$ cat config.mk
export PLATFORM = sky130hd
export DESIGN_NAME = tcrf_top
export DESIGN_NICKNAME = d
export VERILOG_FILES = /design/src/logic/tcrf_pkg.sv /design/src/logic/tcrf_mem_if.sv /design/src/logic/tcrf_mem.sv /design/src/logic/tcrf_top.sv
export VERILOG_INCLUDE_DIRS = /design/src /design/src/logic
export SDC_FILE = /design/constraint.sdc
export NUM_CORES = 1
export LEC_CHECK = 0
export ABC_AREA = 0
export BUFFER_PORTS_ARGS = -buffer_cell sky130_fd_sc_hd__buf_2
export CAP_MARGIN = 20
export CORE_UTILIZATION = 50
export DETAILED_ROUTE_END_ITERATION = 7
export PLACE_DENSITY = 0.74
export SETUP_SLACK_MARGIN = 0.5
export SKIP_LAST_GASP = 1
export SLEW_MARGIN = 25
export SYNTH_ARGS = -nofsm -noshare
export SYNTH_HDL_FRONTEND = slang
export SYNTH_HIERARCHICAL = 1
export SYNTH_SLANG_ARGS = --single-unit
$ cat constraint.sdc
create_clock -name core_clk -period 1.7 [get_ports core_clk]
set_clock_uncertainty 0.1 [all_clocks]
set_input_delay 0.17 -clock core_clk [delete_from_list [all_inputs] [get_ports core_clk]]
set_output_delay 0.17 -clock core_clk [all_outputs]
set_load 0.01 [all_outputs]
$ cat src/logic/tcrf_cfg.svh
`ifndef TCRF_CFG_SVH
`define TCRF_CFG_SVH
// Word addresses on the register port.
`define TCRF_ADDR_RES_LAST  4'h7
`define TCRF_ADDR_CONFIG    4'h8
`define TCRF_ADDR_BURNOUT   4'h9
`define TCRF_ADDR_INT_STAT  4'ha
`define TCRF_ADDR_INT_MASK  4'hb
// Configuration register field positions.
`define TCRF_CFG_DET_OFF    0
`define TCRF_CFG_TWOS       1
`define TCRF_CFG_DOWN       2
`define TCRF_CFG_RESET      3'h0
// Result encodings.
`define TCRF_UNI_TOP        16'hffff
`define TCRF_BIP_TOP        16'h7fff
`define TCRF_SCALE_BOTTOM   16'h0000
`define TCRF_SIGN_BIT       15
`define TCRF_ZERO_WORD      16'h0000
// Interrupt status layout: burnout events low, conversion done high.
`define TCRF_IRQ_DONE_LSB   4
`define TCRF_IRQ_RESET      8'h00
`endif

$ cat src/logic/tcrf_pkg.sv
package tcrf_pkg;
  // Word on the host side of every channel result.
  typedef logic [15:0] tcrf_word_t;
  // Channel number, zero based.
  typedef logic [1:0]  tcrf_ch_t;
  // Register port word address.
  typedef logic [3:0]  tcrf_addr_t;
  // Source of the registered read data.
  typedef enum logic [0:0]
  {
    TCRF_RD_REG = 1'b0,
    TCRF_RD_MEM = 1'b1
  } tcrf_rdsel_t;
endpackage

$ cat src/logic/tcrf_mem_if.sv
`timescale 1ns/1ps
// Write and read ports of the result store.
interface tcrf_mem_if;
  import tcrf_pkg::*;
  logic       wr_en;    // Write one result word.
  tcrf_ch_t   wr_idx;   // Channel written.
  tcrf_word_t wr_data;  // Encoded result.
  tcrf_ch_t   rd_idx;   // Channel read.
  tcrf_word_t rd_data;  // Registered read data.
  modport master (output wr_en, output wr_idx, output wr_data,
                  output rd_idx, input rd_data);
  modport store  (input wr_en, input wr_idx, input wr_data,
                  input rd_idx, output rd_data);
endinterface

$ cat src/logic/tcrf_mem.sv
`timescale 1ns/1ps
`include "tcrf_cfg.svh"
// Small result store, one word per channel, read data from a register.
module tcrf_mem
  import tcrf_pkg::*;
#(
  parameter int CHANNELS = 4
)
(
  input  wire logic  core_clk,
  input  wire logic  arst_n,
  tcrf_mem_if.store  mem
);
  tcrf_word_t words_r [CHANNELS];  // One result per channel.
  tcrf_word_t rd_r;                // Read data register.

  // Each channel word is its own register so reset clears them all.
  for (genvar g = 0; g < CHANNELS; g++)
  begin : g_word
    always_ff @(posedge core_clk or negedge arst_n)
    begin
      if (!arst_n)
      begin
        words_r[g] <= `TCRF_ZERO_WORD;
      end
      else if (mem.wr_en && (mem.wr_idx == tcrf_ch_t'(g)))
      begin
        words_r[g] <= mem.wr_data;
      end
    end
  end

  // Read every cycle; the caller decides whether the word is wanted.
  always_ff @(posedge core_clk or negedge arst_n)
  begin
    if (!arst_n)
    begin
      rd_r <= `TCRF_ZERO_WORD;
    end
    else
    begin
      rd_r <= words_r[mem.rd_idx];
    end
  end

  assign mem.rd_data = rd_r;
endmodule

$ cat src/logic/tcrf_top.sv
// Our own choices: the register addresses and the plain strobed port.
`timescale 1ns/1ps
`include "tcrf_cfg.svh"
module tcrf_top
#(
  parameter int CHANNELS = 4
)
(
  input  wire logic             core_clk,
  input  wire logic             arst_n,
  input  wire logic             conv_valid,
  input  wire tcrf_pkg::tcrf_ch_t   conv_ch,
  input  wire logic             conv_bipolar,
  input  wire logic             conv_neg,
  input  wire tcrf_pkg::tcrf_word_t conv_count,
  input  wire logic             conv_open,
  input  wire tcrf_pkg::tcrf_addr_t reg_addr,
  input  wire logic [15:0]      reg_wdata,
  input  wire logic             reg_wr,
  input  wire logic             reg_rd,
  output logic [15:0]           reg_rdata,
  output logic [3:0]            system_status_relay_bit,
  output logic                  irq
);
  import tcrf_pkg::*;

  tcrf_mem_if mem ();              // Link to the result store.
  logic [2:0] config_r;            // Detect off, format, down scale.
  logic [3:0] burnout_r;           // Per channel burnout flags.
  logic [7:0] int_stat_r;          // Sticky interrupt events.
  logic [7:0] int_mask_r;          // Interrupt enables.
  logic [15:0] reg_data_r;         // Registered non-result read data.
  tcrf_rdsel_t rdsel_r;            // Which source answers the read.
  logic       burn;                // Burnout seen on this conversion.
  tcrf_word_t enc;                 // Encoded result word.
  tcrf_word_t mag15;               // Bipolar magnitude, sign removed.
  logic [7:0] events;              // Events raised this cycle.
  logic       res_rd;              // Read of a result word pair.

  // The store sees every conversion as one write of the encoded word.
  tcrf_mem u_mem
  (
    .core_clk (core_clk),
    .arst_n   (arst_n),
    .mem      (mem.store)
  );

  // Burnout counts only while detection is enabled.
  assign burn = conv_open && !config_r[`TCRF_CFG_DET_OFF];
  assign mag15 = {1'b0, conv_count[14:0]};

  // Encode the result; burnout replaces the reading altogether.
  always_comb
  begin
    if (burn && config_r[`TCRF_CFG_DOWN])
    begin
      enc = `TCRF_SCALE_BOTTOM;
    end
    else if (burn)
    begin
      enc = conv_bipolar ? `TCRF_BIP_TOP : `TCRF_UNI_TOP;
    end
    else if (!conv_bipolar)
    begin
      enc = conv_count;
    end
    else if (config_r[`TCRF_CFG_TWOS])
    begin
      // A zero magnitude with the sign set stays zero here.
      enc = conv_neg ? tcrf_word_t'(-mag15) : mag15;
    end
    else
    begin
      enc = mag15;
      enc[`TCRF_SIGN_BIT] = conv_neg;
    end
  end

  // Result word and flag land on the same edge.
  assign mem.wr_en   = conv_valid;
  assign mem.wr_idx  = conv_ch;
  assign mem.wr_data = enc;
  assign mem.rd_idx  = tcrf_ch_t'(reg_addr[2:1]);

  // Burnout flags follow each conversion of their channel.
  always_ff @(posedge core_clk or negedge arst_n)
  begin
    if (!arst_n)
    begin
      burnout_r <= 4'h0;
    end
    else if (conv_valid)
    begin
      burnout_r[conv_ch] <= burn;
    end
  end

  assign system_status_relay_bit = burnout_r;

  // Burnout onset and conversion done per channel raise events.
  always_comb
  begin
    events = 8'h00;
    if (conv_valid)
    begin
      events[conv_ch] = burn && !burnout_r[conv_ch];
      events[`TCRF_IRQ_DONE_LSB + 32'(conv_ch)] = 1'b1;
    end
  end

  // Configuration and mask registers written by software.
  always_ff @(posedge core_clk or negedge arst_n)
  begin
    if (!arst_n)
    begin
      config_r   <= `TCRF_CFG_RESET;
      int_mask_r <= `TCRF_IRQ_RESET;
    end
    else if (reg_wr && reg_addr == `TCRF_ADDR_CONFIG)
    begin
      config_r <= reg_wdata[2:0];
    end
    else if (reg_wr && reg_addr == `TCRF_ADDR_INT_MASK)
    begin
      int_mask_r <= reg_wdata[7:0];
    end
  end

  // Sticky status: a new event wins over a write-one clear.
  always_ff @(posedge core_clk or negedge arst_n)
  begin
    if (!arst_n)
    begin
      int_stat_r <= `TCRF_IRQ_RESET;
    end
    else if (reg_wr && reg_addr == `TCRF_ADDR_INT_STAT)
    begin
      int_stat_r <= (int_stat_r & ~reg_wdata[7:0]) | events;
    end
    else
    begin
      int_stat_r <= int_stat_r | events;
    end
  end

  assign irq = |(int_stat_r & int_mask_r);

  // Result words sit at pairs; the second of a pair reads zero.
  assign res_rd = reg_addr <= `TCRF_ADDR_RES_LAST;

  // Read decode; the store answers results, this register the rest.
  always_ff @(posedge core_clk or negedge arst_n)
  begin
    if (!arst_n)
    begin
      reg_data_r <= `TCRF_ZERO_WORD;
      rdsel_r    <= TCRF_RD_REG;
    end
    else if (reg_rd && res_rd && !reg_addr[0])
    begin
      reg_data_r <= `TCRF_ZERO_WORD;
      rdsel_r    <= TCRF_RD_MEM;
    end
    else if (reg_rd && res_rd)
    begin
      reg_data_r <= `TCRF_ZERO_WORD;
      rdsel_r    <= TCRF_RD_REG;
    end
    else if (reg_rd && reg_addr == `TCRF_ADDR_CONFIG)
    begin
      reg_data_r <= {13'h0000, config_r};
      rdsel_r    <= TCRF_RD_REG;
    end
    else if (reg_rd && reg_addr == `TCRF_ADDR_BURNOUT)
    begin
      reg_data_r <= {12'h000, burnout_r};
      rdsel_r    <= TCRF_RD_REG;
    end
    else if (reg_rd && reg_addr == `TCRF_ADDR_INT_STAT)
    begin
      reg_data_r <= {8'h00, int_stat_r};
      rdsel_r    <= TCRF_RD_REG;
    end
    else if (reg_rd && reg_addr == `TCRF_ADDR_INT_MASK)
    begin
      reg_data_r <= {8'h00, int_mask_r};
      rdsel_r    <= TCRF_RD_REG;
    end
    else
    begin
      // Unmapped addresses and idle cycles read as zero.
      reg_data_r <= `TCRF_ZERO_WORD;
      rdsel_r    <= TCRF_RD_REG;
    end
  end

  // Both sources are flip-flops; only the select is muxed.
  assign reg_rdata = (rdsel_r == TCRF_RD_MEM) ? mem.rd_data : reg_data_r;
endmodule

==> flow_summary.html, run 1 <==
<table>
<tr><th>Metric</th><th>Value</th></tr>
<tr><th colspan="2">Worst setup path</th></tr>
<tr><td>Kind of end point of the critical path</td><td>primary output</td></tr>
<tr><td>Setup CP Type</td><td>flop to primary output</td></tr>
<tr><td>Signal arrival time at the worst endpoint</td><td>1.38 ns</td></tr>
<tr><td>Slowest cell on the critical path</td><td>sky130_fd_sc_hd__dfrtp_2</td></tr>
<tr><td>Kind of start point of the critical path</td><td>flop</td></tr>
<tr><td>Cell-by-cell trace of the critical path</td><td>buf_6, mux2_4, buf_6</td></tr>
<tr><td>Largest driver fanout on the critical path</td><td>5</td></tr>
<tr><td>Critical Path Most Common Cell</td><td>sky130_fd_sc_hd__buf_6</td></tr>
<tr><td>Slowest Stage Delay on Critical Path</td><td>0.45 ns</td></tr>
<tr><td>Data required, critical path</td><td>1.43 ns</td></tr>
<tr><th colspan="2">Placement</th></tr>
<tr><td>Placed instance count</td><td>584</td></tr>
<tr><td>Number of buffer cells added on primary ports</td><td>58</td></tr>
<tr><td>Final GP Congestion</td><td>0.879</td></tr>
<tr><td>Worst Setup Slack post-DPL</td><td>-0.0361 ns</td></tr>
<tr><td>Half-perimeter wire length of the detailed placement result</td><td>7920 µm</td></tr>
<tr><td>Placed cell area</td><td>6030 µm²</td></tr>
<tr><th colspan="2">Run status</th></tr>
<tr><td>Outcome</td><td>finished clean</td></tr>
<tr><th colspan="2">Synth</th></tr>
<tr><td>Number of distinct library cells after synthesis</td><td>45</td></tr>
<tr><td>Share of the yosys chip area belonging to registers</td><td>53.8%</td></tr>
<tr><td>Most frequently used flop master after synthesis</td><td>sky130_fd_sc_hd__dfrtp_1</td></tr>
<tr><td>Synthesized netlist cell count</td><td>372</td></tr>
<tr><td>Post-synthesis area per instance</td><td>14.0 µm²</td></tr>
<tr><td>Area leader, netlist</td><td>sky130_fd_sc_hd__dfrtp_1</td></tr>
<tr><td>Dominant cells by area after synthesis</td><td>sky130_fd_sc_hd__dfrtp_1, sky130_fd_sc_hd__mux2_2, sky130_fd_sc_hd__mux4_2</td></tr>
<tr><td>EDFF count, synth</td><td>0</td></tr>
<tr><td>Area fraction of the dominant cell type after synthesis</td><td>53.8%</td></tr>
<tr><td>Yosys synthesis warning count</td><td>6</td></tr>
<tr><td>Post-Syn Nets</td><td>419</td></tr>
<tr><td>Post-synthesis async set-or-reset flop share</td><td>100%</td></tr>
<tr><td>Cell Area, Synth</td><td>5210 µm²</td></tr>
<tr><td>Number of synthesized register bits</td><td>112</td></tr>
<tr><th colspan="2">Routing</th></tr>
<tr><td>Routed length per instance</td><td>21.1 µm</td></tr>
<tr><td>Total via count after detailed routing</td><td>3699</td></tr>
<tr><td>Detailed-router iteration count before antenna repair</td><td>5</td></tr>
<tr><td>Violation count after the first detailed-routing iteration</td><td>323</td></tr>
<tr><td>Number of antenna-violating nets in the routed design</td><td>0</td></tr>
<tr><td>Drt via density</td><td>5.89</td></tr>
<tr><td>Detailed-route DRC error count</td><td>0</td></tr>
<tr><td>WL final</td><td>13300 µm</td></tr>
<tr><th colspan="2">Global routing</th></tr>
<tr><td>Initial antenna violation count</td><td>0</td></tr>
<tr><td>Global-route usage over all layers</td><td>24.3%</td></tr>
<tr><td>Wire length of the first global-routing pass</td><td>20100 µm</td></tr>
<tr><td>Number of global-route vias before repair</td><td>3801</td></tr>
<tr><td>Maximum number of pins on one net before global-route repair</td><td>77</td></tr>
<tr><td>Overflow left after global routing</td><td>0</td></tr>
<tr><th colspan="2">CTS</th></tr>
<tr><td>Clock tree sinks</td><td>112</td></tr>
<tr><td>Clock buffer count from CTS</td><td>9</td></tr>
<tr><td>Master cell of the clock root buffer</td><td>sky130_fd_sc_hd__clkbuf_8</td></tr>
<tr><td>Clock transition at the registers of the reported paths</td><td>0.10 ns</td></tr>
<tr><td>TritonCTS clock tree</td><td>built</td></tr>
<tr><td>Worst-skew pair later-pin latency</td><td>0.37 ns</td></tr>
<tr><td>Htree depth</td><td>3</td></tr>
<tr><td>Buffers from clock root to sink, at most</td><td>2</td></tr>
<tr><th colspan="2">STA</th></tr>
<tr><td>Maximum clock frequency</td><td>606 MHz</td></tr>
<tr><td>Final sum of negative setup slack</td><td>0 ns</td></tr>
<tr><td>Minimum clock period after layout</td><td>1.65 ns</td></tr>
<tr><td>Max-slew violation total from the final report</td><td>0</td></tr>
<tr><td>Worst max-slew margin expressed relative to the limit</td><td>64.1%</td></tr>
<tr><td>Setup repair after global routing missed its margin</td><td>true</td></tr>
<tr><td>Hold Fails Final Rpt</td><td>0</td></tr>
<tr><td>Minimum hold slack</td><td>0.0369 ns</td></tr>
<tr><td>Final-report setup violation count</td><td>0</td></tr>
<tr><td>Share of the clock period used by the worst path</td><td>97.1%</td></tr>
<tr><td>Least setup slack across all paths after layout</td><td>0.0501 ns</td></tr>
<tr><td>Slew at the pin closest to its max-slew limit</td><td>0.536 ns</td></tr>
<tr><th colspan="2">Finish</th></tr>
<tr><td>Diode count</td><td>0</td></tr>
<tr><td>Layout cells sized above 1</td><td>63.4%</td></tr>
<tr><td>Commonest non-fill, non-tap cell in the layout</td><td>sky130_fd_sc_hd__dfrtp_1</td></tr>
<tr><td>Area growth from synthesis to layout</td><td>35.7%</td></tr>
<tr><td>Final design utilization</td><td>71.0%</td></tr>
<tr><td># fillers</td><td>608</td></tr>
<tr><td>Net count of the finished layout</td><td>538</td></tr>
<tr><td>Post-route cell area</td><td>7070 µm²</td></tr>
<tr><td>Leading cell types in the layout, fill and taps excluded</td><td>sky130_fd_sc_hd__dfrtp_1, sky130_fd_sc_hd__mux2_2, sky130_fd_sc_hd__buf_2, sky130_fd_sc_hd__buf_4, sky130_fd_sc_hd__mux2_4</td></tr>
<tr><td>Final std cells w/o fill</td><td>628</td></tr>
<tr><th colspan="2">Floorplan</th></tr>
<tr><td>Row count</td><td>36</td></tr>
<tr><td>Die Span Y</td><td>104 µm</td></tr>
<tr><td>I/O pins</td><td>67</td></tr>
<tr><td>X dimension of the die</td><td>104 µm</td></tr>
<tr><td>Core ar.</td><td>9950 µm²</td></tr>
<tr><td>Starting Density</td><td>52.3%</td></tr>
<tr><td>Die footprint</td><td>10800 µm²</td></tr>
<tr><th colspan="2">Worst hold path</th></tr>
<tr><td>Class of the tightest hold or removal check</td><td>input pin to flop</td></tr>
<tr><th colspan="2">Pwr</th></tr>
<tr><td>Leakage power of the design</td><td>3.01 nW</td></tr>
<tr><td>PwrDens</td><td>1070 nW/µm²</td></tr>
<tr><td>Maximum ir drop on the vdd rail</td><td>661 µV</td></tr>
<tr><td>Power, Total</td><td>7.55 mW</td></tr>
<tr><th colspan="2">Job</th></tr>
<tr><td>Reported max-cap violation count</td><td>0</td></tr>
</table>
==> Yosys cell counts (all sizes together) (2+ instances only) <==
cell / number
a21bo: 2
a21o: 4
a21oi: 16
a22o: 3
a22oi: 4
a31oi: 8
and2: 9
and3: 5
and4b: 2
buf: 9
clkbuf: 9
dfrtp: 112
inv: 4
mux2: 87
mux2i: 4
mux4: 20
nand2: 15
nand3: 5
nand3b: 3
nand4: 4
nor2: 12
nor2b: 2
nor3: 3
nor3b: 5
nor4: 4
o21ai: 3
xnor2: 10
==> registers in the layout (all words and copies together), names as in the netlist <==
signal,cells
int_mask_r,8
int_stat_r,8
u_mem/mem.rd_data,16
rdsel_r,1
system_status_relay_bit,4
reg_data_r,8
u_mem/words_r,64
config_r,3
==> critical path: cells and delay by family (launching register included) <==
| kind | cells | cell delay (ns) |
|---|---|---|
| flip-flops | 1 | 0.45 |
| multiplexers | 1 | 0.30 |
| buffers and inverters | 2 | 0.28 |
==> repair_timing <==
| item | in CTS | in global routing |
|---|---|---|
| setup endpoints to repair | 93 | 107 |
| endpoints found under the hold margin | 128 | 0 |
| resized for setup | 74 | 47 |
| cloned | 3 | 0 |
| pin swaps | 11 | 16 |
| buffers inserted | 9 | 7 |
| hold buffers | 10 | 0 |
==> power breakdown <==
| group | switching [mW] | internal (mW) | total (mW) |
|---|---|---|---|
| clock | 0.934 | 0.549 | 1.48 |
| sequential | 0.411 | 3.41 | 3.82 |
| combinational | 0.891 | 1.36 | 2.25 |
==> per-layer routing <==
layer  wire [µm]  vias to the layer above  global-route usage (%)
li1            -                     1618                       -
met1        5490                     1923                    32.6
met2        6810                      132                    40.5
met3         677                       26                    4.20
met4         282                        0                    7.55
met5           0                        -                       0
==> layout make-up <==
cell class	instances	area (µm²)	area share [%]
Timing Repair Buffer	124	1040	14.7
Tap cell	133	166	2.35
Sequential cell	112	2810	39.7
Clock buffer	9	124	1.75
Multi-Input combinational cell	240	2860	40.5
Inverter	4	15.0	0.212
Clock inverter	6	52.6	0.744
==> path summary, 6_finish.rpt <==
kind	start	to	slack [ns]	depth (start not counted)
worst max-delay path	rdsel_r$_DFF_PN0_	reg_rdata[4]	0.05	3
worst min-delay path	reg_rd	rdsel_r$_DFF_PN0_	0.04	2
worst max register to register	config_r[1]$_DFFE_PN0P_	u_mem/words_r[30]$_DFFE_PN0P_	0.05	6
worst min register to register	u_mem/words_r[2]$_DFFE_PN0P_	u_mem/words_r[2]$_DFFE_PN0P_	0.41	1
max in group asynchronous	arst_n	u_mem/words_r[25]$_DFFE_PN0P_	0.87	3
min in group asynchronous	arst_n	u_mem/mem.rd_data[12]$_DFF_PN0_	0.25	3
==> cells by family (layout without fill, tap and decap cells) <==
logic type / after synthesis / in the layout / share of synthesized area (%)
compound gates: 44 / 44 / 5.43
mux: 111 / 111 / 28.2
simple gates: 71 / 73 / 8.12
fa+ha+maj: 1 / 1 / 0.240
buf+inv: 22 / 143 / 2.28
flops: 112 / 112 / 53.8
xor+xnor: 11 / 11 / 1.85
No activity file was read; power rests on OpenSTA's default activity.
==> run 2: changes to the inputs <==
==> constraint.sdc (replaced) <==
create_clock -name core_clk -period 1.35 [get_ports core_clk]
set_clock_uncertainty 0.1 [all_clocks]
set_input_delay 0.135 -clock core_clk [delete_from_list [all_inputs] [get_ports core_clk]]
set_output_delay 0.135 -clock core_clk [all_outputs]
set_load 0.01 [all_outputs]
==> flow_summary.html, run 2 (synthesis results as in run 1) <==
<table>
<tr><th>Metric</th><th>Value</th></tr>
<tr><th colspan="2">Finish</th></tr>
<tr><td>Commonest non-fill, non-tap cell in the layout</td><td>sky130_fd_sc_hd__dfrtp_1</td></tr>
<tr><td>Net count of the finished layout</td><td>593 (+10%)</td></tr>
<tr><td>Max FFs per register</td><td>64 (unchanged)</td></tr>
<tr><td>Register ranked first by flip-flop count</td><td>u_mem/words_r</td></tr>
<tr><td>Leading cell types in the layout, fill and taps excluded</td><td>sky130_fd_sc_hd__dfrtp_1, sky130_fd_sc_hd__buf_4, sky130_fd_sc_hd__buf_2, sky130_fd_sc_hd__mux2_4, sky130_fd_sc_hd__mux2_2</td></tr>
<tr><td>Final design utilization</td><td>77.1% (+6.1 points)</td></tr>
<tr><td># fillers</td><td>547 (-10%)</td></tr>
<tr><td>Post-route cell area</td><td>7670 µm² (+8.6%)</td></tr>
<tr><td>Final std cells w/o fill</td><td>685 (+9.1%)</td></tr>
<tr><td>Area growth from synthesis to layout</td><td>47.3%</td></tr>
<tr><td>Layout cells sized above 1</td><td>67.3% (+3.9 points)</td></tr>
<tr><th colspan="2">Placement</th></tr>
<tr><td>Placed instance count</td><td>622 (+6.5%)</td></tr>
<tr><td>Final GP Congestion</td><td>0.919 (+4.6%)</td></tr>
<tr><td>Placed cell area</td><td>6430 µm² (+6.6%)</td></tr>
<tr><td>Half-perimeter wire length of the detailed placement result</td><td>8640 µm (+9.1%)</td></tr>
<tr><td>Number of buffer cells added on primary ports</td><td>58 (unchanged)</td></tr>
<tr><td>Worst Setup Slack post-DPL</td><td>-0.391 ns (-0.355 ns)</td></tr>
<tr><th colspan="2">CTS</th></tr>
<tr><td>Worst-skew pair later-pin latency</td><td>0.39 ns (+0.02 ns)</td></tr>
<tr><td>Clock tree sinks</td><td>112 (unchanged)</td></tr>
<tr><td>Clock buffer count from CTS</td><td>9 (unchanged)</td></tr>
<tr><td>Buffers from clock root to sink, at most</td><td>2 (unchanged)</td></tr>
<tr><td>TritonCTS clock tree</td><td>built</td></tr>
<tr><td>Htree depth</td><td>3 (unchanged)</td></tr>
<tr><td>Clock transition at the registers of the reported paths</td><td>0.11 ns (about the same)</td></tr>
<tr><td>Master cell of the clock root buffer</td><td>sky130_fd_sc_hd__clkbuf_8</td></tr>
<tr><th colspan="2">Global routing</th></tr>
<tr><td>Number of global-route vias before repair</td><td>3944 (+3.8%)</td></tr>
<tr><td>Wire length of the first global-routing pass</td><td>21000 µm (+4.6%)</td></tr>
<tr><td>Maximum number of pins on one net before global-route repair</td><td>42 (-45%)</td></tr>
<tr><td>Initial antenna violation count</td><td>1 (+1)</td></tr>
<tr><td>Overflow left after global routing</td><td>0 (unchanged)</td></tr>
<tr><td>Global-route usage over all layers</td><td>25.5% (+1.2 points)</td></tr>
<tr><th colspan="2">Routing</th></tr>
<tr><td>WL final</td><td>14600 µm (+10%)</td></tr>
<tr><td>Detailed-router iteration count before antenna repair</td><td>4 (-1)</td></tr>
<tr><td>Routed length per instance</td><td>21.3 µm (+0.97%)</td></tr>
<tr><td>Total via count after detailed routing</td><td>3917 (+5.9%)</td></tr>
<tr><td>Drt via density</td><td>5.72 (-2.9%)</td></tr>
<tr><td>Detailed-route DRC error count</td><td>0 (unchanged)</td></tr>
<tr><td>Violation count after the first detailed-routing iteration</td><td>228 (-29%)</td></tr>
<tr><td>Number of antenna-violating nets in the routed design</td><td>0 (unchanged)</td></tr>
<tr><th colspan="2">STA</th></tr>
<tr><td>Minimum clock period after layout</td><td>1.69 ns</td></tr>
<tr><td>Final sum of negative setup slack</td><td>-21.05 ns (-21.05 ns)</td></tr>
<tr><td>Minimum hold slack</td><td>-0.112 ns (-0.149 ns)</td></tr>
<tr><td>Share of the clock period used by the worst path</td><td>125%</td></tr>
<tr><td>Max-slew violation total from the final report</td><td>0 (unchanged)</td></tr>
<tr><td>Final-report setup violation count</td><td>90 (+90)</td></tr>
<tr><td>Hold Fails Final Rpt</td><td>4 (+4)</td></tr>
<tr><td>Least setup slack across all paths after layout</td><td>-0.342 ns (-0.392 ns)</td></tr>
<tr><td>Setup repair after global routing missed its margin</td><td>true</td></tr>
<tr><td>Worst max-slew margin expressed relative to the limit</td><td>73.5% (+9.4 points)</td></tr>
<tr><td>Maximum clock frequency</td><td>591 MHz</td></tr>
<tr><td>Slew at the pin closest to its max-slew limit</td><td>0.394 ns (-0.142 ns)</td></tr>
<tr><th colspan="2">Floorplan</th></tr>
<tr><td>Starting Density</td><td>52.3% (unchanged)</td></tr>
<tr><td>Core ar.</td><td>9950 µm² (unchanged)</td></tr>
<tr><td>Row count</td><td>36 (unchanged)</td></tr>
<tr><td>Die footprint</td><td>10800 µm² (unchanged)</td></tr>
<tr><td>Die Span Y</td><td>104 µm (unchanged)</td></tr>
<tr><td>X dimension of the die</td><td>104 µm (unchanged)</td></tr>
<tr><td>I/O pins</td><td>67 (unchanged)</td></tr>
<tr><th colspan="2">Pwr</th></tr>
<tr><td>Maximum ir drop on the vdd rail</td><td>762 µV (+15%)</td></tr>
<tr><td>Combinational power share</td><td>34.7% (+4.9 points)</td></tr>
<tr><td>PwrDens</td><td>1340 nW/µm² (+26%)</td></tr>
<tr><td>Sequential group share of total power</td><td>46.9% (-3.7 points)</td></tr>
<tr><td>Power, Total</td><td>10.3 mW (+37%)</td></tr>
<tr><td>Share of total power in the clock network</td><td>18.4% (-1.2 points)</td></tr>
<tr><td>Switching share of power</td><td>29.4% (-0.23 points)</td></tr>
<tr><td>Internal power</td><td>7.28 mW (+37%)</td></tr>
<tr><td>Switching power</td><td>3.03 mW (+36%)</td></tr>
<tr><td>Leakage power of the design</td><td>3.46 nW (+15%)</td></tr>
<tr><th colspan="2">Run status</th></tr>
<tr><td>Failing checks</td><td>hold timing, setup timing</td></tr>
<tr><td>Outcome</td><td>finished, violations left</td></tr>
<tr><th colspan="2">Worst setup path</th></tr>
<tr><td>Largest driver fanout on the critical path</td><td>5 (unchanged)</td></tr>
<tr><td>Gate family responsible for the most delay along the worst path</td><td>flip-flops</td></tr>
<tr><td>Count of cell instances traversed by the critical path</td><td>6 (+3)</td></tr>
<tr><td>Slowest Stage Delay on Critical Path</td><td>0.43 ns (-0.02 ns)</td></tr>
<tr><td>Kind of end point of the critical path</td><td>flop</td></tr>
<tr><td>Slowest cell on the critical path</td><td>sky130_fd_sc_hd__dfrtp_2</td></tr>
<tr><td>Signal arrival time at the worst endpoint</td><td>1.87 ns (+0.49 ns)</td></tr>
<tr><td>Data required, critical path</td><td>1.53 ns (+0.10 ns)</td></tr>
<tr><td>Setup CP Type</td><td>flop to flop</td></tr>
<tr><td>Cell-by-cell trace of the critical path</td><td>nand3_4, a31oi_4, xnor2_1, a21oi_1, buf_4, mux2_2</td></tr>
<tr><td>Worst Reg-to-Reg Cells</td><td>6 (unchanged)</td></tr>
<tr><td>Buffers and inverters on the worst path</td><td>1 (-1)</td></tr>
<tr><td>Kind of start point of the critical path</td><td>flop</td></tr>
<tr><th colspan="2">Job</th></tr>
<tr><td>Reported max-cap violation count</td><td>0 (unchanged)</td></tr>
<tr><th colspan="2">Worst hold path</th></tr>
<tr><td>Class of the tightest hold or removal check</td><td>input pin to flop</td></tr>
<tr><td>Instance count along the most critical hold path</td><td>3 (+1)</td></tr>
</table>
run 2: worst paths after layout:
path                            slack [ns]                             to                          start
worst max-delay path                 -0.34  u_mem/words_r[39]$_DFFE_PN0P_        config_r[1]$_DFFE_PN0P_
worst min-delay path                 -0.11              rdsel_r$_DFF_PN0_                    reg_addr[3]
worst max register to register       -0.34  u_mem/words_r[39]$_DFFE_PN0P_        config_r[1]$_DFFE_PN0P_
worst min register to register        0.41  u_mem/words_r[16]$_DFFE_PN0P_  u_mem/words_r[16]$_DFFE_PN0P_
max in group asynchronous             0.59  u_mem/words_r[38]$_DFFE_PN0P_                         arst_n
min in group asynchronous             0.06        config_r[1]$_DFFE_PN0P_                         arst_n
run 2: timing repair:
item	CTS	global route
endpoints found under the setup margin	128	133
cloned	2	0
hold buffers	8	5
setup buffers	21	15
pin swaps	27	25
gates resized for setup	101	42
hold endpoints to repair	135	16
run 2: area by class of cell:
| type | count | area, µm² | share of cell area, % |
|---|---|---|---|
| diodes | 1 | 2.50 | 0.0326 |
| clock buffers | 11 | 141 | 1.84 |
| clock inverters | 5 | 41.3 | 0.538 |
| inverters | 4 | 15.0 | 0.196 |
| multi-input cells | 240 | 2990 | 38.9 |
| flip-flops and latches | 112 | 2800 | 36.6 |
| well taps | 133 | 166 | 2.17 |
| repair buffers | 179 | 1520 | 19.8 |
run 2: per-layer routing:
metal	vias up	global-route usage (%)	wire length, µm
li1	1721	-	-
met1	2043	33.2	6020
met2	117	43.4	7590
met3	36	3.95	557
met4	0	9.49	439
met5	-	0	0
run 2: power groups by stage:
stage	logic (mW)	registers, mW	clock network [mW]
2_1_floorplan	1.59	4.67	0
3_3_place_gp	2.37	4.76	0
3_5_place_dp	2.45	4.83	0
4_1_cts	3.16	4.77	1.92
5_1_grt	3.77	4.92	2.05
6_report	3.58	4.83	1.90
run 2: worst register-to-register path, cell delays in order, from the launching register on:
cell and delay (ns):
sky130_fd_sc_hd__dfrtp_2 0.43, sky130_fd_sc_hd__nand3_4 0.15, sky130_fd_sc_hd__a31oi_4 0.18, sky130_fd_sc_hd__xnor2_1 0.18, sky130_fd_sc_hd__a21oi_1 0.12, sky130_fd_sc_hd__buf_4 0.16
sky130_fd_sc_hd__mux2_2 0.26
